--- config.mk ---
export PLATFORM = sky130hd
export DESIGN_NAME = pushbutton_ldo_control_regs
export DESIGN_NICKNAME = d
export VERILOG_FILES = /design/src/rtl/pushbutton_ldo_pkg.sv /design/src/rtl/pushbutton_ldo_control_regs.sv
export SDC_FILE = /design/constraint.sdc
export NUM_CORES = 1
export LEC_CHECK = 0
export ABC_CLOCK_PERIOD_IN_PS = 36400
export BUFFER_PORTS_ARGS = -buffer_cell sky130_fd_sc_hd__buf_2
export CAP_MARGIN = 20
export CORE_MARGIN = 3
export CORE_UTILIZATION = 45
export CTS_BUF_LIST = sky130_fd_sc_hd__clkbuf_4
export DETAILED_ROUTE_END_ITERATION = 10
export HOLD_SLACK_MARGIN = 0.1
export PLACE_DENSITY = 0.72
export SYNTH_ARGS = -nofsm -noshare
export SYNTH_HDL_FRONTEND = slang
export SYNTH_SLANG_ARGS = --single-unit
--- constraint.sdc ---
create_clock -name clock -period 36.4 [get_ports clock]
set_input_delay 10.92 -clock clock [delete_from_list [all_inputs] [get_ports clock]]
set_output_delay 10.92 -clock clock [all_outputs]
set_load 0.02 [all_outputs]
--- src/rtl/pushbutton_ldo_pkg.sv ---
`default_nettype none
package pushbutton_ldo_pkg;
    localparam logic [7:0] AUX_CTRL_ADDR = 8'h07;
    localparam logic [7:0] PB_CTRL_ADDR = 8'h08;
    localparam logic [7:0] AUX_CTRL_RST = 8'h7C;
    localparam logic [7:0] PB_CTRL_RST = 8'h68;
    localparam int AUX_EN_BIT = 7;
    localparam int AUX_CODE_MSB = 6;
    localparam int AUX_CODE_LSB = 2;
    localparam int AUX_RSVD_BIT = 1;
    localparam int NEEDS_INPUT_BIT = 0;
    localparam int FIRST_WAKE_FLAG_SEL_BIT = 7;
    localparam int SECOND_WAKE_FLAG_SEL_BIT = 6;
    localparam int POST_RST_BIT = 5;
    localparam int RST_TIME_MSB = 4;
    localparam int RST_TIME_LSB = 3;
    localparam int SHARED_SEL_BIT = 2;
    localparam int FIRST_WAKE_FLAG_FLAG_BIT = 1;
    localparam int SECOND_WAKE_FLAG_FLAG_BIT = 0;
    localparam logic [11:0] AUX_BASE_MV = 12'h320;
    localparam logic [11:0] AUX_STEP_MV = 12'h064;
    localparam logic [11:0] AUX_PASS_MV = 12'hCE4;
    localparam logic [11:0] MAIN_R0_C0_MV = 12'h44C;
    localparam logic [11:0] MAIN_R0_C1_MV = 12'h4B0;
    localparam logic [11:0] MAIN_R0_BASE_MV = 12'h4E2;
    localparam logic [11:0] MAIN_R1_BASE_MV = 12'h514;
    localparam logic [11:0] MAIN_R2_BASE_MV = 12'h5DC;
    localparam logic [11:0] MAIN_R3_BASE_MV = 12'h708;
    localparam logic [13:0] MAIN_STEP_MV = 14'h0064;
    localparam logic [13:0] THIRD_NUM = 14'h00FA;
    localparam logic [13:0] THIRD_DEN = 14'h0003;
    localparam logic [13:0] FIRST_WAKE_FLAG_SHORT_MS = 14'h0050;
    localparam logic [13:0] FIRST_WAKE_FLAG_LONG_MS = 14'h0258;
    localparam logic [13:0] SECOND_WAKE_FLAG_SHORT_MS = 14'h03E8;
    localparam logic [13:0] SECOND_WAKE_FLAG_LONG_MS = 14'h05DC;
    localparam logic [13:0] RESET_5S_MS = 14'h1388;
    localparam logic [13:0] RESET_9S_MS = 14'h2328;
    localparam logic [13:0] RESET_11S_MS = 14'h2AF8;
    localparam logic [13:0] RESET_15S_MS = 14'h3A98;
    localparam int CLOCK_HZ = 125_000_000;
    localparam int MS_CYCLES = CLOCK_HZ / 1000;
    localparam int MS_CNT_W = 17;
    localparam logic [4:0] SYNC_RST = 5'h07;
    typedef enum {PH_IDLE, PH_ADDR, PH_PTR, PH_WRITE, PH_READ} i2c_phase_e;

    function automatic logic [11:0] mainDecodeMv(input logic [1:0] rng, input logic [3:0] code);
        logic [13:0] c;
        logic [13:0] thirds;
        c = {10'h000, code};
        thirds = (c * THIRD_NUM + 14'h0001) / THIRD_DEN;
        unique case (rng)
            2'h0: mainDecodeMv = (code == 4'h0) ? MAIN_R0_C0_MV :
                (code == 4'h1) ? MAIN_R0_C1_MV :
                12'(MAIN_R0_BASE_MV + ((c - 14'h0002) * THIRD_NUM + 14'h0001) / THIRD_DEN);
            2'h1: mainDecodeMv = 12'(MAIN_R1_BASE_MV + c * MAIN_STEP_MV);
            2'h2: mainDecodeMv = 12'(MAIN_R2_BASE_MV + thirds);
            2'h3: mainDecodeMv = 12'(MAIN_R3_BASE_MV + c * MAIN_STEP_MV);
        endcase
    endfunction
endpackage
`default_nettype wire

--- src/rtl/pushbutton_ldo_control_regs.sv ---
// Function
// - The main output range select and code decode into one of sixteen voltages per range.
// - The aux output control register sits at 0x07 and resets with bits 6..2 set, bit 1 clear.
// - Bit 7 of the aux output control register enables the aux output and resets to zero.
// - The aux code in bits 6..2 weighs 100 mV to 1600 mV above a fixed base voltage.
// - An aux code above 3.3 V selects pass-through mode instead of regulation.
// - The aux code changes only while both the enable bit and the control pin hold it off.
// - Bit 0 of the aux register makes the button reset also need a valid input supply.
// - The pushbutton control register sits at 0x08 and resets bits 7..2 to 011010.
// - Bit 7 picks the first wake hold threshold, 80 ms or 600 ms.
// - Bit 6 picks the second wake hold threshold, 1000 ms or 1500 ms, resetting to one.
// - Bit 5 picks ship state (0) or high-impedance state (1) after a button reset.
// - Bits 4..3 pick the reset hold time of 5 s, 9 s, 11 s or 15 s.
// - Bit 2 makes the shared pin power good (0) or a copy of the button input (1).
// - Bit 1 flags the first wake condition and clears when the host reads it.
// - Bit 0 flags the second wake condition and clears when the host reads it.
`default_nettype none
module pushbutton_ldo_control_regs
    import pushbutton_ldo_pkg::*;
#(
    parameter logic [6:0] DEV_ADDR = 7'h2A,
    parameter int MS_CYCLES_P = MS_CYCLES
)
(
    input wire logic clock,
    input wire logic sys_rst,
    input wire logic clockEn,
    input wire logic sclIn,
    input wire logic sdaIn,
    output logic sdaOut,
    output logic sdaOe,
    input wire logic pushbuttonN,
    input wire logic inputSupplyValid,
    input wire logic auxOutputControlPin,
    input wire logic powerGoodN,
    input wire logic [1:0] mainOutputRangeSelect,
    input wire logic [3:0] mainOutputVoltageCode,
    output logic auxOutputEnable,
    output logic [4:0] auxOutputVoltageCode,
    output logic [11:0] auxVoltageMv,
    output logic auxPassThrough,
    output logic [11:0] mainVoltageMv,
    output logic buttonResetPulse,
    output logic postResetHighZ,
    output logic sharedPinOut,
    output logic firstWakeFlag,
    output logic secondWakeFlag
);
    logic [4:0] sync1_r, sync2_r, sync3_r, filt_r;
    wire logic [4:0] rawIn;
    wire logic [4:0] agree;
    wire logic [4:0] filtNxt;
    wire logic [4:0] rise;
    wire logic [4:0] fall;
    // Bit order: scl, sda, button, supply, control pin
    assign rawIn = {auxOutputControlPin, inputSupplyValid, pushbuttonN, sdaIn, sclIn};
    assign agree = ~(sync2_r ^ sync3_r);
    assign filtNxt = (filt_r & ~agree) | (sync3_r & agree);
    assign rise = filtNxt & ~filt_r;
    assign fall = filt_r & ~filtNxt;

    always_ff @(posedge clock)
    begin
        if (sys_rst)
        begin
            sync1_r <= SYNC_RST;
            sync2_r <= SYNC_RST;
            sync3_r <= SYNC_RST;
            filt_r <= SYNC_RST;
        end
        else if (clockEn)
        begin
            sync1_r <= rawIn;
            sync2_r <= sync1_r;
            sync3_r <= sync2_r;
            filt_r <= filtNxt;
        end
    end

    wire logic sclRise = rise[0];
    wire logic sclFall = fall[0];
    wire logic sclHigh = filt_r[0] && filtNxt[0];
    wire logic busStart = fall[1] && sclHigh;
    wire logic busStop = rise[1] && sclHigh;
    wire logic pressed = !filt_r[2];
    wire logic supplyOk = filt_r[3];
    wire logic pinOn = filt_r[4];

    i2c_phase_e phase_r;
    logic [3:0] bitCnt_r;
    logic inAck_r, nack_r, sdaOut_r, sdaOe_r;
    logic [7:0] rxByte_r, txByte_r, ptr_r;
    logic [7:0] auxCtl_r, pbCtl_r;
    wire logic [7:0] readByte;
    wire logic active = (phase_r != PH_IDLE) && !busStart && !busStop;
    wire logic byteEnd = active && sclFall && !inAck_r && (bitCnt_r == 4'h8);
    wire logic loadNow = active && sclFall && inAck_r && (phase_r == PH_READ) && !nack_r;
    wire logic wrNow = byteEnd && (phase_r == PH_WRITE);
    wire logic wrAux = wrNow && (ptr_r == AUX_CTRL_ADDR);
    wire logic wrPb = wrNow && (ptr_r == PB_CTRL_ADDR);
    wire logic clearFlags = loadNow && (ptr_r == PB_CTRL_ADDR);
    wire logic addrMatch = (rxByte_r[7:1] == DEV_ADDR);
    // Unmapped offsets read as zero
    assign readByte = (ptr_r == AUX_CTRL_ADDR) ? auxCtl_r :
        (ptr_r == PB_CTRL_ADDR) ? pbCtl_r : 8'h00;

    always_ff @(posedge clock)
    begin
        if (sys_rst)
        begin
            phase_r <= PH_IDLE;
            bitCnt_r <= 4'h0;
            inAck_r <= 1'b0;
            nack_r <= 1'b0;
            rxByte_r <= 8'h00;
            txByte_r <= 8'h00;
            ptr_r <= 8'h00;
            sdaOut_r <= 1'b1;
            sdaOe_r <= 1'b0;
        end
        else if (clockEn)
        begin
            if (busStop)
            begin
                phase_r <= PH_IDLE;
                sdaOe_r <= 1'b0;
            end
            else if (busStart)
            begin
                phase_r <= PH_ADDR;
                bitCnt_r <= 4'h0;
                inAck_r <= 1'b0;
                sdaOe_r <= 1'b0;
            end
            else if (phase_r != PH_IDLE)
            begin
                if (sclRise && inAck_r)
                    nack_r <= filtNxt[1];
                else if (sclRise)
                begin
                    rxByte_r <= {rxByte_r[6:0], filtNxt[1]};
                    bitCnt_r <= bitCnt_r + 4'h1;
                end
                else if (sclFall && inAck_r)
                begin
                    inAck_r <= 1'b0;
                    bitCnt_r <= 4'h0;
                    txByte_r <= readByte;
                    sdaOut_r <= readByte[7];
                    sdaOe_r <= loadNow && !readByte[7];
                    if (phase_r == PH_READ && nack_r)
                        phase_r <= PH_IDLE;
                end
                else if (byteEnd)
                begin
                    inAck_r <= 1'b1;
                    sdaOut_r <= 1'b0;
                    sdaOe_r <= (phase_r != PH_READ) && (phase_r != PH_ADDR || addrMatch);
                    unique case (phase_r)
                        PH_IDLE: ;
                        PH_ADDR:
                        begin
                            nack_r <= 1'b0;
                            phase_r <= !addrMatch ? PH_IDLE : rxByte_r[0] ? PH_READ : PH_PTR;
                        end
                        PH_PTR:
                        begin
                            ptr_r <= rxByte_r;
                            phase_r <= PH_WRITE;
                        end
                        PH_WRITE: ptr_r <= ptr_r + 8'h01;
                        PH_READ: ptr_r <= ptr_r + 8'h01;
                    endcase
                end
                else if (sclFall && phase_r == PH_READ)
                begin
                    txByte_r <= {txByte_r[6:0], 1'b0};
                    sdaOut_r <= txByte_r[6];
                    sdaOe_r <= !txByte_r[6];
                end
            end
        end
    end

    // Hold time is measured in whole milliseconds from the filtered press
    logic [MS_CNT_W-1:0] msCnt_r;
    logic [13:0] holdMs_r;
    logic buttonReset_r;
    wire logic msTick = pressed && (msCnt_r == MS_CNT_W'(MS_CYCLES_P - 1));
    wire logic [13:0] wake1Ms = pbCtl_r[FIRST_WAKE_FLAG_SEL_BIT] ? FIRST_WAKE_FLAG_LONG_MS : FIRST_WAKE_FLAG_SHORT_MS;
    wire logic [13:0] wake2Ms = pbCtl_r[SECOND_WAKE_FLAG_SEL_BIT] ? SECOND_WAKE_FLAG_LONG_MS : SECOND_WAKE_FLAG_SHORT_MS;
    wire logic [1:0] rstSel = pbCtl_r[RST_TIME_MSB:RST_TIME_LSB];
    wire logic [13:0] resetMs = (rstSel == 2'h0) ? RESET_5S_MS :
        (rstSel == 2'h1) ? RESET_9S_MS : (rstSel == 2'h2) ? RESET_11S_MS : RESET_15S_MS;
    // Each event fires once, as the hold count steps past its threshold
    wire logic wake1Ev = msTick && (holdMs_r == wake1Ms);
    wire logic wake2Ev = msTick && (holdMs_r == wake2Ms);
    wire logic resetGate = !auxCtl_r[NEEDS_INPUT_BIT] || supplyOk;
    wire logic resetEv = msTick && (holdMs_r == resetMs) && resetGate;
    wire logic codeUnlocked = !auxCtl_r[AUX_EN_BIT] && !pinOn;

    always_ff @(posedge clock)
    begin
        if (sys_rst)
        begin
            msCnt_r <= '0;
            holdMs_r <= 14'h0000;
            buttonReset_r <= 1'b0;
        end
        else if (clockEn)
        begin
            msCnt_r <= (!pressed || msTick) ? '0 : msCnt_r + 1'b1;
            if (!pressed)
                holdMs_r <= 14'h0000;
            else if (msTick && holdMs_r != 14'h3FFF)
                holdMs_r <= holdMs_r + 14'h0001;
            buttonReset_r <= resetEv;
        end
    end

    always_ff @(posedge clock)
    begin
        if (sys_rst)
        begin
            auxCtl_r <= AUX_CTRL_RST;
            pbCtl_r <= PB_CTRL_RST;
        end
        else if (clockEn)
        begin
            if (wrAux)
            begin
                auxCtl_r[AUX_EN_BIT] <= rxByte_r[AUX_EN_BIT];
                auxCtl_r[NEEDS_INPUT_BIT] <= rxByte_r[NEEDS_INPUT_BIT];
                if (codeUnlocked)
                    auxCtl_r[AUX_CODE_MSB:AUX_CODE_LSB] <= rxByte_r[AUX_CODE_MSB:AUX_CODE_LSB];
            end
            if (wrPb)
                pbCtl_r[7:2] <= rxByte_r[7:2];
            // A wake event in the read cycle survives the clear
            pbCtl_r[FIRST_WAKE_FLAG_FLAG_BIT] <= wake1Ev || (pbCtl_r[FIRST_WAKE_FLAG_FLAG_BIT] && !clearFlags);
            pbCtl_r[SECOND_WAKE_FLAG_FLAG_BIT] <= wake2Ev || (pbCtl_r[SECOND_WAKE_FLAG_FLAG_BIT] && !clearFlags);
        end
    end

    logic [11:0] auxMv_r, mainMv_r;
    logic passThru_r, sharedPin_r;
    wire logic [4:0] auxCode = auxCtl_r[AUX_CODE_MSB:AUX_CODE_LSB];
    wire logic [11:0] auxMvNxt = 12'(AUX_BASE_MV + {7'h00, auxCode} * AUX_STEP_MV);

    always_ff @(posedge clock)
    begin
        if (sys_rst)
        begin
            auxMv_r <= 12'h000;
            mainMv_r <= 12'h000;
            passThru_r <= 1'b0;
            sharedPin_r <= 1'b1;
        end
        else if (clockEn)
        begin
            auxMv_r <= auxMvNxt;
            passThru_r <= auxMvNxt > AUX_PASS_MV;
            mainMv_r <= mainDecodeMv(mainOutputRangeSelect, mainOutputVoltageCode);
            sharedPin_r <= pbCtl_r[SHARED_SEL_BIT] ? filt_r[2] : powerGoodN;
        end
    end

    assign sdaOut = sdaOut_r;
    assign sdaOe = sdaOe_r;
    assign auxOutputEnable = auxCtl_r[AUX_EN_BIT];
    assign auxOutputVoltageCode = auxCtl_r[AUX_CODE_MSB:AUX_CODE_LSB];
    assign auxVoltageMv = auxMv_r;
    assign auxPassThrough = passThru_r;
    assign mainVoltageMv = mainMv_r;
    assign buttonResetPulse = buttonReset_r;
    assign postResetHighZ = pbCtl_r[POST_RST_BIT];
    assign sharedPinOut = sharedPin_r;
    assign firstWakeFlag = pbCtl_r[FIRST_WAKE_FLAG_FLAG_BIT];
    assign secondWakeFlag = pbCtl_r[SECOND_WAKE_FLAG_FLAG_BIT];

    main_decode_a: assert property (@(posedge clock) disable iff (sys_rst)
        clockEn |=> mainMv_r == $past(mainDecodeMv(mainOutputRangeSelect, mainOutputVoltageCode)))
        else $error("main voltage decode wrong");
    reset_values_a: assert property (@(posedge clock) sys_rst |=>
        auxCtl_r == 8'h7C && pbCtl_r == 8'h68)
        else $error("register reset values wrong");
    aux_voltage_a: assert property (@(posedge clock) disable iff (sys_rst)
        clockEn |=> auxMv_r == 12'(12'h320 + $past({7'h00, auxCode}) * 12'h064))
        else $error("aux voltage wrong");
    pass_thru_a: assert property (@(posedge clock) disable iff (sys_rst)
        clockEn |=> passThru_r == ($past(auxCode) > 5'h19))
        else $error("pass-through flag wrong");
    code_lock_a: assert property (@(posedge clock) disable iff (sys_rst)
        (auxCtl_r[AUX_EN_BIT] || pinOn) |=> $stable(auxCode))
        else $error("aux code changed while output on");
    reset_gate_a: assert property (@(posedge clock) disable iff (sys_rst)
        buttonReset_r |-> $past(!auxCtl_r[NEEDS_INPUT_BIT] || supplyOk) && $past(pressed))
        else $error("button reset without its conditions");
    wake_set_a: assert property (@(posedge clock) disable iff (sys_rst)
        clockEn && wake1Ev |=> pbCtl_r[FIRST_WAKE_FLAG_FLAG_BIT] ##1
            (pbCtl_r[FIRST_WAKE_FLAG_FLAG_BIT] || $past(clearFlags)))
        else $error("first wake flag not held");
    flag_clear_a: assert property (@(posedge clock) disable iff (sys_rst)
        clockEn && clearFlags && !wake2Ev |=> !pbCtl_r[SECOND_WAKE_FLAG_FLAG_BIT])
        else $error("second wake flag not cleared by read");
    shared_pin_a: assert property (@(posedge clock) disable iff (sys_rst)
        clockEn |=> sharedPin_r == ($past(pbCtl_r[SHARED_SEL_BIT]) ? $past(filt_r[2])
            : $past(powerGoodN)))
        else $error("shared pin source wrong");
    ro_bits_a: assert property (@(posedge clock) disable iff (sys_rst)
        clockEn && (wrPb || wrAux) && !wake1Ev && !clearFlags
            |=> $stable(pbCtl_r[FIRST_WAKE_FLAG_FLAG_BIT]) && !auxCtl_r[AUX_RSVD_BIT])
        else $error("read-only bit changed by write");
endmodule // pushbutton_ldo_control_regs
`default_nettype wire

==> run_results.csv <==
group,metric,value,unit
floorplan,pin_count,53,
yosys,yosysUniqueCellTypes,100,
yosys,ys_seq_area_frac,0.198,
clock_tree,cts_hold_buffers,0,
yosys,yosysTopAreaCell,"dfxtp_1",
routing,ant_nets,0,
final_layout,nNetsFinal,1809,
global_routing,grt-ovfl-total,0,
yosys,synth_top_flop_cell,"dfxtp_1",
clock_tree,clock_sinks,125,
critical_path,critPathSlowestCell,"xor2_1",
clock_tree,cts.root.buffer_cell,"clkbuf_4",
critical_path,cp_top_family,"compound AO/OA/AOI/OAI gates",
yosys,ys_ff_latch,125,
critical_path,crit_required,36.81,ns
timing,slew_violations,0,
place,gp_congestion,0.940,
place,post_dp_cell_area,0.0131,mm2
floorplan,die_w,174,um
clock_tree,cts_tree,"built",
routing,drt-initial-drc-count,1263,
clock_tree,clk_path_buf_depth,2,
routing,wirelength,33200,um
yosys,synth-async-reset-ratio,0,
final_layout,design_area,0.0134,mm2
place,place_hpwl,25000,um
floorplan,dieArea,0.0302,mm2
timing,fmax,47.7,MHz
routing,drtPass1Iterations,6,
final_layout,final_util,0.489,
timing,setup_viol,0,
timing,fin_skew,0.0215,ns
routing,routedWlPerCell,16.0,um
clock_tree,cts_buffers,17,
critical_path,path_class,"input port to flip-flop",
yosys,syn_area_per_cell,7.46,um2
yosys,netlist_instances,1697,
worst_hold_path,hold_path_class,"flip-flop to flip-flop",
critical_path,path_buf_inv,7,
global_routing,grt_pass1_vias,11301,
yosys,yosys-top-cells-area,"dfxtp_1 (20%), ha_1 (8.5%), nor2_1 (6.3%)",
critical_path,arrival,21.38,ns
floorplan,num_rows,60,
routing,vias_per_cell,6.04,
timing,hold_viol,0,
global_routing,grt_use_total,0.212,
global_routing,grt_pass1_wl,55300,um
global_routing,grt_max_degree,73,
place,io_buffers,50,
final_layout,layout-drive-gt1-share,0.0764,
final_layout,fillCellCount,2720,
clock_tree,postCtsSetupBuffers,0,
routing,drc,0,
yosys,synthTopCellsByCount,"nor2_1 (212), nand2_1 (158), dfxtp_1 (125)",
timing,period_needed,20.97,ns
clock_tree,cts.repair.resized,0,
yosys,yosys.cell_count.top_type,"nor2_1",
yosys,yosysWarnings,0,
global_routing,antenna_found_initial,1,
final_layout,multi_input_area,0.00949,mm2
timing,period_share,0.576,
yosys,synthesis.area,0.0127,mm2
final_layout,register_area,0.00250,mm2
critical_path,path_max_fanout,27,
yosys,yosysTopAreaCellShare,0.198,
critical_path,end_kind,"flip-flop",
timing,maxSlewHeadroom,0.247,
outcome,status,"complete, no violations",
floorplan,die_y,174,um
clock_tree,htree_levels,4,
clock_tree,clk_pin_slew,0.12,ns
critical_path,slowest_delay,0.57,ns
clock_tree,insertion_delay,0.56,ns
routing,via_count,12523,
flow_run,maxCapViolCount,0,
timing,grt_setup_unrepaired,"false",
final_layout,area_growth,5.49,%
timing,setup_tns,0,ns
critical_path,start_kind,"input port",
yosys,synth_edf_count,0,
floorplan,core,0.0273,mm2
floorplan,initial_core_util,0.463,
timing,tightest_slew,1.12,ns
[stage by stage]
step	cells	worst slack [ns]	hold slack, ns
CTS	2073	15.47	0.472
global route	2075	14.61	0.492
detailed placement	2041	14.86	0.451
finish	2075	15.43	0.471
floorplan	1698	16.69	0.431
global placement	2041	15.30	0.440
[metal layers]
metal	vias to the layer above	global-route usage	wire length (um)
met3	67	0.0353	1970
li1	6182	-	-
met5	-	0	0
met4	0	0.0777	888
met1	5835	0.285	15300
met2	439	0.343	15100
[logic make-up (layout without fill, tap and decap cells)]
logic type,Yosys count,in the layout,synth area share
flip-flops,125,125,0.198
other,1,3,0.000296
multiplexers,49,49,0.0393
XOR/XNOR,106,106,0.0748
AO/OA/AOI/OAI,495,495,0.276
buffers and inverters,171,175,0.0537
adder cells (fa/ha/maj),106,106,0.116
AND/OR/NAND/NOR,644,644,0.243
[placed cells by master, fill, tap and decap left out, types with 45 or more instances in the layout]
master   netlist  layout
nor3_1        54      54
nand3_1       45      45
ha_1          86      86
nand2_1      158     158
nor2_1       212     212
o21ai_0       87      87
xnor2_1       62      62
dfxtp_1      125     125
a21oi_1      119     119
inv_1         82      82
buf_2         10      49
[worst paths after layout]
path	startpoint	endpoint	slack, ns	cells after the start
setup reg to reg	auxCtl_r[2]	auxPassThrough	33.16	13
hold / removal	sync2_r[3]	flip-flop	0.47	2
setup / recovery	mainOutputVoltageCode[1]	mainVoltageMv[11]	15.43	38
hold reg to reg	sync2_r[3]	flip-flop	0.47	2
[registers in the layout, summed over array words and instances, names as in the netlist, named ones only]
signal,count
filt_r,2
holdMs_r,14
mainVoltageMv,12
sync2_r,5
bitCnt_r,4
msCnt_r,17
sdaOe,1
ptr_r,8
sdaOut,1
inAck_r,1
auxPassThrough,1
buttonResetPulse,1
auxVoltageMv,10
nack_r,1
sharedPinOut,1
sync3_r,5
txByte_r,7
phase_r,3
pbCtl_r,8
rxByte_r,8
auxCtl_r,7
sync1_r,5
[worst reg2reg max path, stage by stage, from the launching register on]
cell and delay (ns):
dfxtp_1 0.60, inv_1 0.10, ha_1 0.31, ha_1 0.28, ha_1 0.16, inv_1 0.06
fa_1 0.40, xnor2_1 0.44, xor2_1 0.16, a21oi_1 0.17, nor2_1 0.05, a31oi_1 0.17
nand4_1 0.11, a21oi_1 0.18
[area by class of cell]
class                           count  share of cell area
Clock inverter                     12             0.00918
Multi-Input combinational cell   1402               0.710
Clock buffer                       20              0.0112
Antenna cell                        1            0.000187
Timing Repair Buffer               58              0.0234
Tap cell                          372              0.0348
Sequential cell                   125               0.187
Inverter                           85              0.0239
Power is not shown: default switching activity piles up to over one toggle a cycle in this logic, so the estimate is an artifact.
